`src/input_mailbox_defs.vh`:
```
// Constants for the isolated input mailbox command interpreter.
// Assumes one 40 MHz clock and a host that writes one command at a time.
`ifndef INPUT_MAILBOX_DEFS_VH
`define INPUT_MAILBOX_DEFS_VH

// ==========================================================
// Timing
`define CLK_HZ          40000000
`define SAMPLE_MS       5
`define SAMPLE_CYCLES   (`CLK_HZ / 1000 * `SAMPLE_MS)

// ==========================================================
// Command codes
`define CMD_CLEAR_ECHO  8'h00
`define CMD_FILT_EN     8'h20
`define CMD_PAT_EN      8'h21
`define CMD_PAT_VAL     8'h22
`define CMD_RISE_EN     8'h23
`define CMD_FALL_EN     8'h24
`define CMD_CNT_EN      8'h28
`define CMD_CNT_RESET   8'h29
`define CMD_OVF_IE      8'h2A
`define CMD_MATCH_IE    8'h2B
`define CMD_EDGE_SEL    8'h2C
`define CMD_CNT_READ    8'h2F
`define CMD_INT_FLAGS   8'h60
`define CMD_EDGE_FLAGS  8'h61
`define CMD_CNT_FLAGS   8'h62

// Groups of eight per-channel codes, selected by code[7:3]
`define GRP_FILT_HIGH   5'h06
`define GRP_FILT_LOW    5'h07
`define GRP_RELOAD      5'h08
`define GRP_COMPARE     5'h09

// Top command byte value that asks for a stored setting instead
`define READBACK_MARKER 8'h01

// ==========================================================
// Status bit positions, reset values and the counter top value
`define ST_PATTERN      0
`define ST_CHANGE       1
`define ST_COUNTER      2
`define ZERO8           8'h00
`define ZERO16          16'h0000
`define MAX16           16'hFFFF

`endif

```
`src/isolated_input_mailbox.v`:
```
// Mailbox command interpreter for eight isolated digital inputs.
// Assumes the host presents a command with a one-cycle cmd_valid pulse,
// and that all inputs are already synchronous to clock.
`include "input_mailbox_defs.vh"

module isolated_input_mailbox
#(
  parameter SAMPLE_CYCLES = `SAMPLE_CYCLES,
  parameter DIV_W         = 18
)
(
  input  wire        clock,
  input  wire        resetn,
  input  wire        cmd_valid,
  input  wire [7:0]  cmd_top_byte,
  input  wire [7:0]  cmd_code_byte,
  input  wire [7:0]  cmd_param_high,
  input  wire [7:0]  cmd_param_low,
  input  wire [7:0]  isolated_input,
  output reg  [7:0]  resp_input_states,
  output reg  [7:0]  resp_echo_byte,
  output reg  [7:0]  resp_high_byte,
  output reg  [7:0]  resp_low_byte,
  output reg         resp_valid,
  output reg         irq
);

  // ==========================================================
  // Storage
  reg  [DIV_W-1:0] div_reg;
  reg              tick_reg;
  reg  [7:0]       filt_en_reg;
  reg  [7:0]       pat_en_reg;
  reg  [7:0]       pat_val_reg;
  reg  [7:0]       rise_en_reg;
  reg  [7:0]       fall_en_reg;
  reg  [7:0]       cnt_en_reg;
  reg  [7:0]       ovf_ie_reg;
  reg  [7:0]       match_ie_reg;
  reg  [7:0]       edge_sel_reg;
  reg  [15:0]      high_need_reg [0:7];
  reg  [15:0]      low_need_reg  [0:7];
  reg  [15:0]      reload_reg    [0:7];
  reg  [15:0]      compare_reg   [0:7];
  reg  [15:0]      count_reg     [0:7];
  reg  [15:0]      stable_reg    [0:7];
  reg  [7:0]       state_reg;
  reg  [7:0]       rise_flag_reg;
  reg  [7:0]       fall_flag_reg;
  reg  [7:0]       ovf_flag_reg;
  reg  [7:0]       match_flag_reg;
  reg  [2:0]       int_status_reg;
  reg              pat_hit_reg;

  reg  [15:0]      count_next    [0:7];
  reg  [15:0]      stable_next   [0:7];
  reg  [7:0]       state_next;
  reg  [7:0]       rise_now;
  reg  [7:0]       fall_now;
  reg  [7:0]       ovf_now;
  reg  [7:0]       match_now;
  reg  [7:0]       cnt_clear;
  reg  [15:0]      need;
  reg              counted;
  integer          i;

  wire [7:0]  code      = cmd_code_byte;
  wire [2:0]  ch        = cmd_code_byte[2:0];
  wire [4:0]  grp       = cmd_code_byte[7:3];
  wire [15:0] param     = {cmd_param_high, cmd_param_low};
  wire        readback  = (cmd_top_byte == `READBACK_MARKER);
  wire        apply     = cmd_valid && !readback;
  wire        pat_hit   = (pat_en_reg != `ZERO8) &&
                          ((state_reg & pat_en_reg) == (pat_val_reg & pat_en_reg));

  // ==========================================================
  // Stored setting selected by a command code
  function [15:0] setting;
    input [7:0] c;
    begin
      case (c[7:3])
        `GRP_FILT_HIGH: setting = high_need_reg[c[2:0]];
        `GRP_FILT_LOW:  setting = low_need_reg[c[2:0]];
        `GRP_RELOAD:    setting = reload_reg[c[2:0]];
        `GRP_COMPARE:   setting = compare_reg[c[2:0]];
        default:
        begin
          case (c)
            `CMD_FILT_EN:  setting = {`ZERO8, filt_en_reg};
            `CMD_PAT_EN:   setting = {`ZERO8, pat_en_reg};
            `CMD_PAT_VAL:  setting = {`ZERO8, pat_val_reg};
            `CMD_RISE_EN:  setting = {`ZERO8, rise_en_reg};
            `CMD_FALL_EN:  setting = {`ZERO8, fall_en_reg};
            `CMD_CNT_EN:   setting = {`ZERO8, cnt_en_reg};
            `CMD_OVF_IE:   setting = {`ZERO8, ovf_ie_reg};
            `CMD_MATCH_IE: setting = {`ZERO8, match_ie_reg};
            `CMD_EDGE_SEL: setting = {`ZERO8, edge_sel_reg};
            default:       setting = `ZERO16;
          endcase
        end
      endcase
    end
  endfunction

  // ==========================================================
  // Sampling interval divider
  // One enable pulse per sample period; the filter counts these
  always @(posedge clock or negedge resetn)
  begin
    if (!resetn)
    begin
      div_reg  <= {DIV_W{1'b0}};
      tick_reg <= 1'b0;
    end
    else if (div_reg == SAMPLE_CYCLES[DIV_W-1:0] - 1'b1)
    begin
      div_reg  <= {DIV_W{1'b0}};
      tick_reg <= 1'b1;
    end
    else
    begin
      div_reg  <= div_reg + 1'b1;
      tick_reg <= 1'b0;
    end
  end

  // ==========================================================
  // Per-channel filter and up counter
  always @*
  begin
    need      = `ZERO16;
    counted   = 1'b0;
    state_next = state_reg;
    rise_now  = `ZERO8;
    fall_now  = `ZERO8;
    ovf_now   = `ZERO8;
    match_now = `ZERO8;
    cnt_clear = (apply && code == `CMD_CNT_RESET) ? cmd_param_low : `ZERO8;
    for (i = 0; i < 8; i = i + 1)
    begin
      stable_next[i] = stable_reg[i];
      count_next[i]  = count_reg[i];
      need = isolated_input[i] ? high_need_reg[i] : low_need_reg[i];
      if (!filt_en_reg[i])
      begin
        state_next[i]  = isolated_input[i];
        stable_next[i] = `ZERO16;
      end
      else if (isolated_input[i] == state_reg[i])
        stable_next[i] = `ZERO16;
      else if (tick_reg)
      begin
        // A zero count lets the new level through on the next sample
        if ({1'b0, stable_reg[i]} + 17'h00001 >= {1'b0, need})
        begin
          state_next[i]  = isolated_input[i];
          stable_next[i] = `ZERO16;
        end
        else
          stable_next[i] = stable_reg[i] + 16'h0001;
      end
      rise_now[i] = state_next[i] & ~state_reg[i];
      fall_now[i] = ~state_next[i] & state_reg[i];
      counted = edge_sel_reg[i] ? fall_now[i] : rise_now[i];
      if (cnt_clear[i])
        count_next[i] = reload_reg[i];
      else if (cnt_en_reg[i] && counted)
      begin
        if (count_reg[i] == `MAX16)
        begin
          count_next[i] = reload_reg[i];
          ovf_now[i]    = 1'b1;
        end
        else
          count_next[i] = count_reg[i] + 16'h0001;
        match_now[i] = (count_next[i] == compare_reg[i]);
      end
    end
  end

  // ==========================================================
  // Channel state, flags and interrupt status
  // Set wins over clear-on-read so no event is lost
  always @(posedge clock or negedge resetn)
  begin
    if (!resetn)
    begin
      state_reg      <= `ZERO8;
      rise_flag_reg  <= `ZERO8;
      fall_flag_reg  <= `ZERO8;
      ovf_flag_reg   <= `ZERO8;
      match_flag_reg <= `ZERO8;
      int_status_reg <= 3'b000;
      pat_hit_reg    <= 1'b0;
      irq            <= 1'b0;
      for (i = 0; i < 8; i = i + 1)
      begin
        count_reg[i]  <= `ZERO16;
        stable_reg[i] <= `ZERO16;
      end
    end
    else
    begin
      state_reg   <= state_next;
      pat_hit_reg <= pat_hit;
      for (i = 0; i < 8; i = i + 1)
      begin
        count_reg[i]  <= count_next[i];
        stable_reg[i] <= stable_next[i];
      end
      if (apply && code == `CMD_EDGE_FLAGS)
      begin
        rise_flag_reg <= rise_now;
        fall_flag_reg <= fall_now;
      end
      else
      begin
        // Last change wins: a new edge replaces the opposite flag
        rise_flag_reg <= (rise_flag_reg & ~fall_now) | rise_now;
        fall_flag_reg <= (fall_flag_reg & ~rise_now) | fall_now;
      end
      if (apply && code == `CMD_CNT_FLAGS)
      begin
        ovf_flag_reg   <= ovf_now;
        match_flag_reg <= match_now;
      end
      else
      begin
        ovf_flag_reg   <= ovf_flag_reg | ovf_now;
        match_flag_reg <= match_flag_reg | match_now;
      end
      if (apply && code == `CMD_INT_FLAGS)
        int_status_reg <= 3'b000;
      if (pat_hit && !pat_hit_reg)
        int_status_reg[`ST_PATTERN] <= 1'b1;
      if (|((rise_now & rise_en_reg) | (fall_now & fall_en_reg)))
        int_status_reg[`ST_CHANGE] <= 1'b1;
      if (|((ovf_now & ovf_ie_reg) | (match_now & match_ie_reg)))
        int_status_reg[`ST_COUNTER] <= 1'b1;
      // Interrupt line follows any pending event class
      irq <= (pat_hit && !pat_hit_reg) ||
             (|((rise_now & rise_en_reg) | (fall_now & fall_en_reg))) ||
             (|((ovf_now & ovf_ie_reg) | (match_now & match_ie_reg))) ||
             ((|int_status_reg) && !(apply && code == `CMD_INT_FLAGS));
    end
  end

  // ==========================================================
  // Configuration commands
  always @(posedge clock or negedge resetn)
  begin
    if (!resetn)
    begin
      filt_en_reg  <= `ZERO8;
      pat_en_reg   <= `ZERO8;
      pat_val_reg  <= `ZERO8;
      rise_en_reg  <= `ZERO8;
      fall_en_reg  <= `ZERO8;
      cnt_en_reg   <= `ZERO8;
      ovf_ie_reg   <= `ZERO8;
      match_ie_reg <= `ZERO8;
      edge_sel_reg <= `ZERO8;
      for (i = 0; i < 8; i = i + 1)
      begin
        high_need_reg[i] <= `ZERO16;
        low_need_reg[i]  <= `ZERO16;
        reload_reg[i]    <= `ZERO16;
        compare_reg[i]   <= `ZERO16;
      end
    end
    else if (apply)
    begin
      case (code)
        `CMD_FILT_EN:  filt_en_reg  <= cmd_param_low;
        `CMD_PAT_EN:   pat_en_reg   <= cmd_param_low;
        `CMD_PAT_VAL:  pat_val_reg  <= cmd_param_low;
        `CMD_RISE_EN:  rise_en_reg  <= cmd_param_low;
        `CMD_FALL_EN:  fall_en_reg  <= cmd_param_low;
        `CMD_CNT_EN:   cnt_en_reg   <= cmd_param_low;
        `CMD_OVF_IE:   ovf_ie_reg   <= cmd_param_low;
        `CMD_MATCH_IE: match_ie_reg <= cmd_param_low;
        `CMD_EDGE_SEL: edge_sel_reg <= cmd_param_low;
        default:
        begin
          case (grp)
            `GRP_FILT_HIGH: high_need_reg[ch] <= param;
            `GRP_FILT_LOW:  low_need_reg[ch]  <= param;
            `GRP_RELOAD:
            begin
              if (cnt_en_reg[ch])
                reload_reg[ch] <= param;
            end
            `GRP_COMPARE:
            begin
              if (cnt_en_reg[ch])
                compare_reg[ch] <= param;
            end
            default:
              reload_reg[ch] <= reload_reg[ch];
          endcase
        end
      endcase
    end
  end

  // ==========================================================
  // Response mailbox
  // Echo lands with the data in the same cycle, so a host that waits
  // for the echo always sees complete results
  always @(posedge clock or negedge resetn)
  begin
    if (!resetn)
    begin
      resp_input_states <= `ZERO8;
      resp_echo_byte    <= `ZERO8;
      resp_high_byte    <= `ZERO8;
      resp_low_byte     <= `ZERO8;
      resp_valid        <= 1'b0;
    end
    else
    begin
      resp_valid <= cmd_valid;
      if (cmd_valid)
      begin
        resp_input_states <= state_reg;
        resp_echo_byte    <= code;
        resp_high_byte    <= `ZERO8;
        resp_low_byte     <= `ZERO8;
        if (readback)
        begin
          {resp_high_byte, resp_low_byte} <= setting(code);
        end
        else
        begin
          case (code)
            `CMD_CLEAR_ECHO:
              resp_echo_byte <= `ZERO8;
            `CMD_CNT_READ:
            begin
              resp_high_byte <= count_reg[cmd_param_low[2:0]][15:8];
              resp_low_byte  <= count_reg[cmd_param_low[2:0]][7:0];
            end
            `CMD_INT_FLAGS:
              resp_low_byte <= {5'b00000, int_status_reg};
            `CMD_EDGE_FLAGS:
            begin
              resp_high_byte <= fall_flag_reg;
              resp_low_byte  <= rise_flag_reg;
            end
            `CMD_CNT_FLAGS:
            begin
              resp_high_byte <= ovf_flag_reg;
              resp_low_byte  <= match_flag_reg;
            end
            default:
              resp_low_byte <= `ZERO8;
          endcase
        end
      end
    end
  end

endmodule

```
`config.mk`:
```
export PLATFORM = sky130hd
export DESIGN_NAME = isolated_input_mailbox
export DESIGN_NICKNAME = d
export VERILOG_FILES = /design/src/isolated_input_mailbox.v
export VERILOG_INCLUDE_DIRS = /design/src /design/src/src
export SDC_FILE = /design/constraint.sdc
export NUM_CORES = 2
export LEC_CHECK = 0
export BUFFER_PORTS_ARGS = -buffer_cell sky130_fd_sc_hd__buf_4
export CORE_ASPECT_RATIO = 1.75
export CORE_UTILIZATION = 35
export CTS_CLUSTER_DIAMETER = 50
export CTS_CLUSTER_SIZE = 20
export DETAILED_ROUTE_END_ITERATION = 10
export GPL_TIMING_DRIVEN = 0
export SYNTH_ARGS = -nofsm -noshare
export SYNTH_HDL_FRONTEND = slang
export SYNTH_SLANG_ARGS = --single-unit
```
`constraint.sdc`:
```
create_clock -name clock -period 7.6 [get_ports clock]
set_input_delay 0.76 -clock clock [delete_from_list [all_inputs] [get_ports clock]]
set_output_delay 0.76 -clock clock [all_outputs]
set_load 0.005 [all_outputs]
```
==> metrics <==
critical path capture point type=flip-flop; hold crit path type=input pin to flip-flop; core region area=161,000 µm²; Clock Root Buffer=clkbuf_16; leftover overflow at the end of global routing=0; count of final max-slew check failures=55; signal arrival time at the worst endpoint=7650 ps; routability cong.=1.06; Chip Width=306 µm; Final min period=7070 ps; Max Clock Skew=42.6 ps; number of sinks on the clock net=937; total I/O pin count=77; number of nets in the synthesized netlist=5,616; number of DRC violations after detailed-routing iteration 0=4,989; TritonCTS clock tree=built; DR vias=48,900; starting density of the core=35.2%; critical path, cell by cell=clkbuf_1, buf_1, clkbuf_1, mux2i_1, ha_1, nand3_1, nor3_1, o22ai_1, o2111a_1, clkbuf_1, nor3_2, a21oi_1, o22ai_1; Routed WL=288,000 µm; total power divided by cell area=227 nW/µm²; Avg WL per Cell=36.9 µm; outcome=complete, but fails checks; total CTS buffers=96; launching element type of the critical path=input pin; unrepaired setup endpoints after global routing=no; final-report setup violation count=0; latest clock arrival within the worst-skew pair=770 ps; fraction of final layout cells with drive strength greater than 1=17.6%; final std cell area, no fill=63,900 µm²; maximum clock insertion buffer count=3; count of maximum capacitance violations=10; average vias per placed instance=6.28; Worst-path clk slew=70 ps; highest net fanout along the worst path=10; share of async-settable or async-resettable flops after synthesis=100%; half-perimeter wire length after detailed placement=222,000 µm; row cnt=195; launch instance of the worst min-delay path=cmd_valid; Die ar.=164,000 µm²; post-synth cell types=95; Die Y-Extent=534 µm; Slew HR=-9.28%; Antenna Violating Nets Remaining=0; number of enable flip-flop cells after synthesis=0; Warnings, synthesis=0; Synth area leaders=dfrtp_1 41%, mux2_2 9.0%, mux4_2 6.8%, mux2i_1 3.9%, nand2_1 3.6%; most repeated library cell on the critical path=clkbuf_1; largest incremental delay on the critical path=1070 ps; cell taking the most area after synthesis=dfrtp_1; Req. time, crit path=8180 ps; Yosys reg bits=937; Placed Area=60,300 µm²; crit path max-delay cell type=mux2i_1; First-pass DRT Iterations=7; synth-to-layout area growth=12.8%; final period utilization=93.0%; number of nets in the finished design=5,810; top_reg_cell synth=dfrtp_1; violated checks=max-capacitance violations, max-slew violations; category of the most critical setup path=input pin to flip-flop; Synth Area per Inst=10.4 µm²; # port buffers=65; critical path startpoint=isolated_input[7]; Post-Place Worst Slack=246 ps; Layout Cells excl Fill=7,794; Post-route DRC=0; fmax=141 MHz; final hold violation count=0; Synth top area share=41.4%; post-synthesis cell count=5,428; maximum number of pins on one net before global-route repair=119; H-tree Lvls=3; Final WS setup=532 ps; number of global-route vias before repair=48,400; share of synthesized area occupied by flip-flops and latches=41.4%; pin slew with the least headroom to its limit=1620 ps; startpoint of the most critical register-to-register path=stable_reg[18]$_DFFE_PN0P_; Total Routing Usage GR=35.0%; Setup Fix Bufs, Post-CTS=0; leakage dissipation=28.6 nW; cell area after synthesis=56,600 µm²; global-route wire length before repair=394,000 µm; post-placement cell count=7,588; antenna violations before repair=35; largest vdd supply drop=170 µV
layout make-up:
type	instances	area, µm²
Sequential cell	937	23400
Clock buffer	104	2540
Fill cell	15900	97100
Buffer	354	1410
Tap cell	2068	2590
Inverter	94	353
Multi-Input combinational cell	4043	31500
Timing Repair Buffer	96	1020
Antenna cell	22	55.1
Clock inverter	76	946
power by group:
part	leakage, nW	internal [mW]	switching [mW]
registers	12.7	5.41	1.01
clock network	1.70	2.75	2.61
logic	14.2	0.965	1.79
through the flow:
step	total power, mW	hold WS (ps)	setup TNS, ps	utilization [%]
finish	14.5	210	0	39.7
global route	14.8	202	0	39.6
CTS	14.3	185	0	39.6
detailed placement	9.02	460	0	37.4
global placement	8.88	448	-5449660	37.1
floorplan	7.23	433	0	-
final timing paths:
check                           slack, ps                    endpoint  cells after the start
worst min-delay path                  210        resp_valid$_DFF_PN0_                      1
worst max-delay path                  530    count_reg[4]$_DFFE_PN0P_                     13
min in group asynchronous             380  stable_reg[75]$_DFFE_PN0P_                      2
max in group asynchronous            4310   count_reg[76]$_DFFE_PN0P_                      7
worst max register to register       1240               irq$_DFF_PN0_                     18
worst min register to register        470        div_reg[0]$_DFF_PN0_                      1
logic make-up after synthesis:
| family | after synthesis | share of synthesized area, % |
|---|---|---|
| AND/OR/NAND/NOR | 1616 | 14.0 |
| multiplexers | 986 | 22.5 |
| AO/OA/AOI/OAI | 978 | 10.9 |
| flip-flops | 937 | 41.4 |
| buffers and inverters | 448 | 3.09 |
| XOR/XNOR | 318 | 4.92 |
| adder cells (fa/ha/maj) | 145 | 3.20 |
routing by layer:
metal | up-vias | wire length (µm) | GRT usage [%]
met5 | - | 111 | 0
met4 | 14 | 35900 | 36.2
met3 | 1042 | 20500 | 8.05
met2 | 2572 | 137000 | 57.7
met1 | 24900 | 94400 | 35.6
li1 | 20400 | - | -
synth_stat cells (22+ instances only):
cell / n
a211oi_1: 24
a21oi_1: 265
a221oi_1: 30
a22o_1: 22
a22oi_1: 35
a31oi_1: 39
and2_1: 27
and3_1: 75
and4_1: 24
buf_1: 29
buf_2: 39
clkbuf_1: 282
dfrtp_1: 937
ha_1: 145
inv_1: 93
mux2_1: 139
mux2_2: 453
mux2i_1: 223
mux4_2: 171
nand2_1: 538
nand2b_1: 91
nand3_1: 189
nand4_1: 108
nor2_1: 328
nor2b_1: 39
nor3_1: 64
nor4_1: 31
o21ai_0: 240
o21ai_1: 28
o22ai_1: 66
o31ai_1: 25
xnor2_1: 174
xor2_1: 144
worst max-delay path: cells and delay by family:
| kind | cells | cell delay (ps) |
|---|---|---|
| adders and majority gates | 1 | 420 |
| and+or+nand+nor | 3 | 540 |
| AOI/OAI and AO/OA | 4 | 1740 |
| muxes | 1 | 1070 |
| buffers and inverters | 4 | 3060 |
cells in the final DEF (no fill, tap or decap), types with 62 or more instances in the layout:
cell / instances
ha_1: 145
mux4_2: 171
inv_1: 93
nand3_1: 189
buf_4: 68
clkbuf_16: 99
nand2_1: 538
o22ai_1: 66
nand4_1: 108
a21oi_1: 255
nor2_1: 324
nand2b_1: 91
o21ai_0: 239
and3_1: 75
mux2_2: 453
dfrtp_1: 937
xnor2_1: 174
mux2_1: 139
xor2_1: 144
mux2i_1: 223
nor3_1: 62
clkbuf_1: 277
repair_timing:
item	4_1_cts	5_1_grt
hold buffers	1	0
hold endpoints to repair	4	0
gates resized for setup	0	0
(Power assumes the default switching activity.)
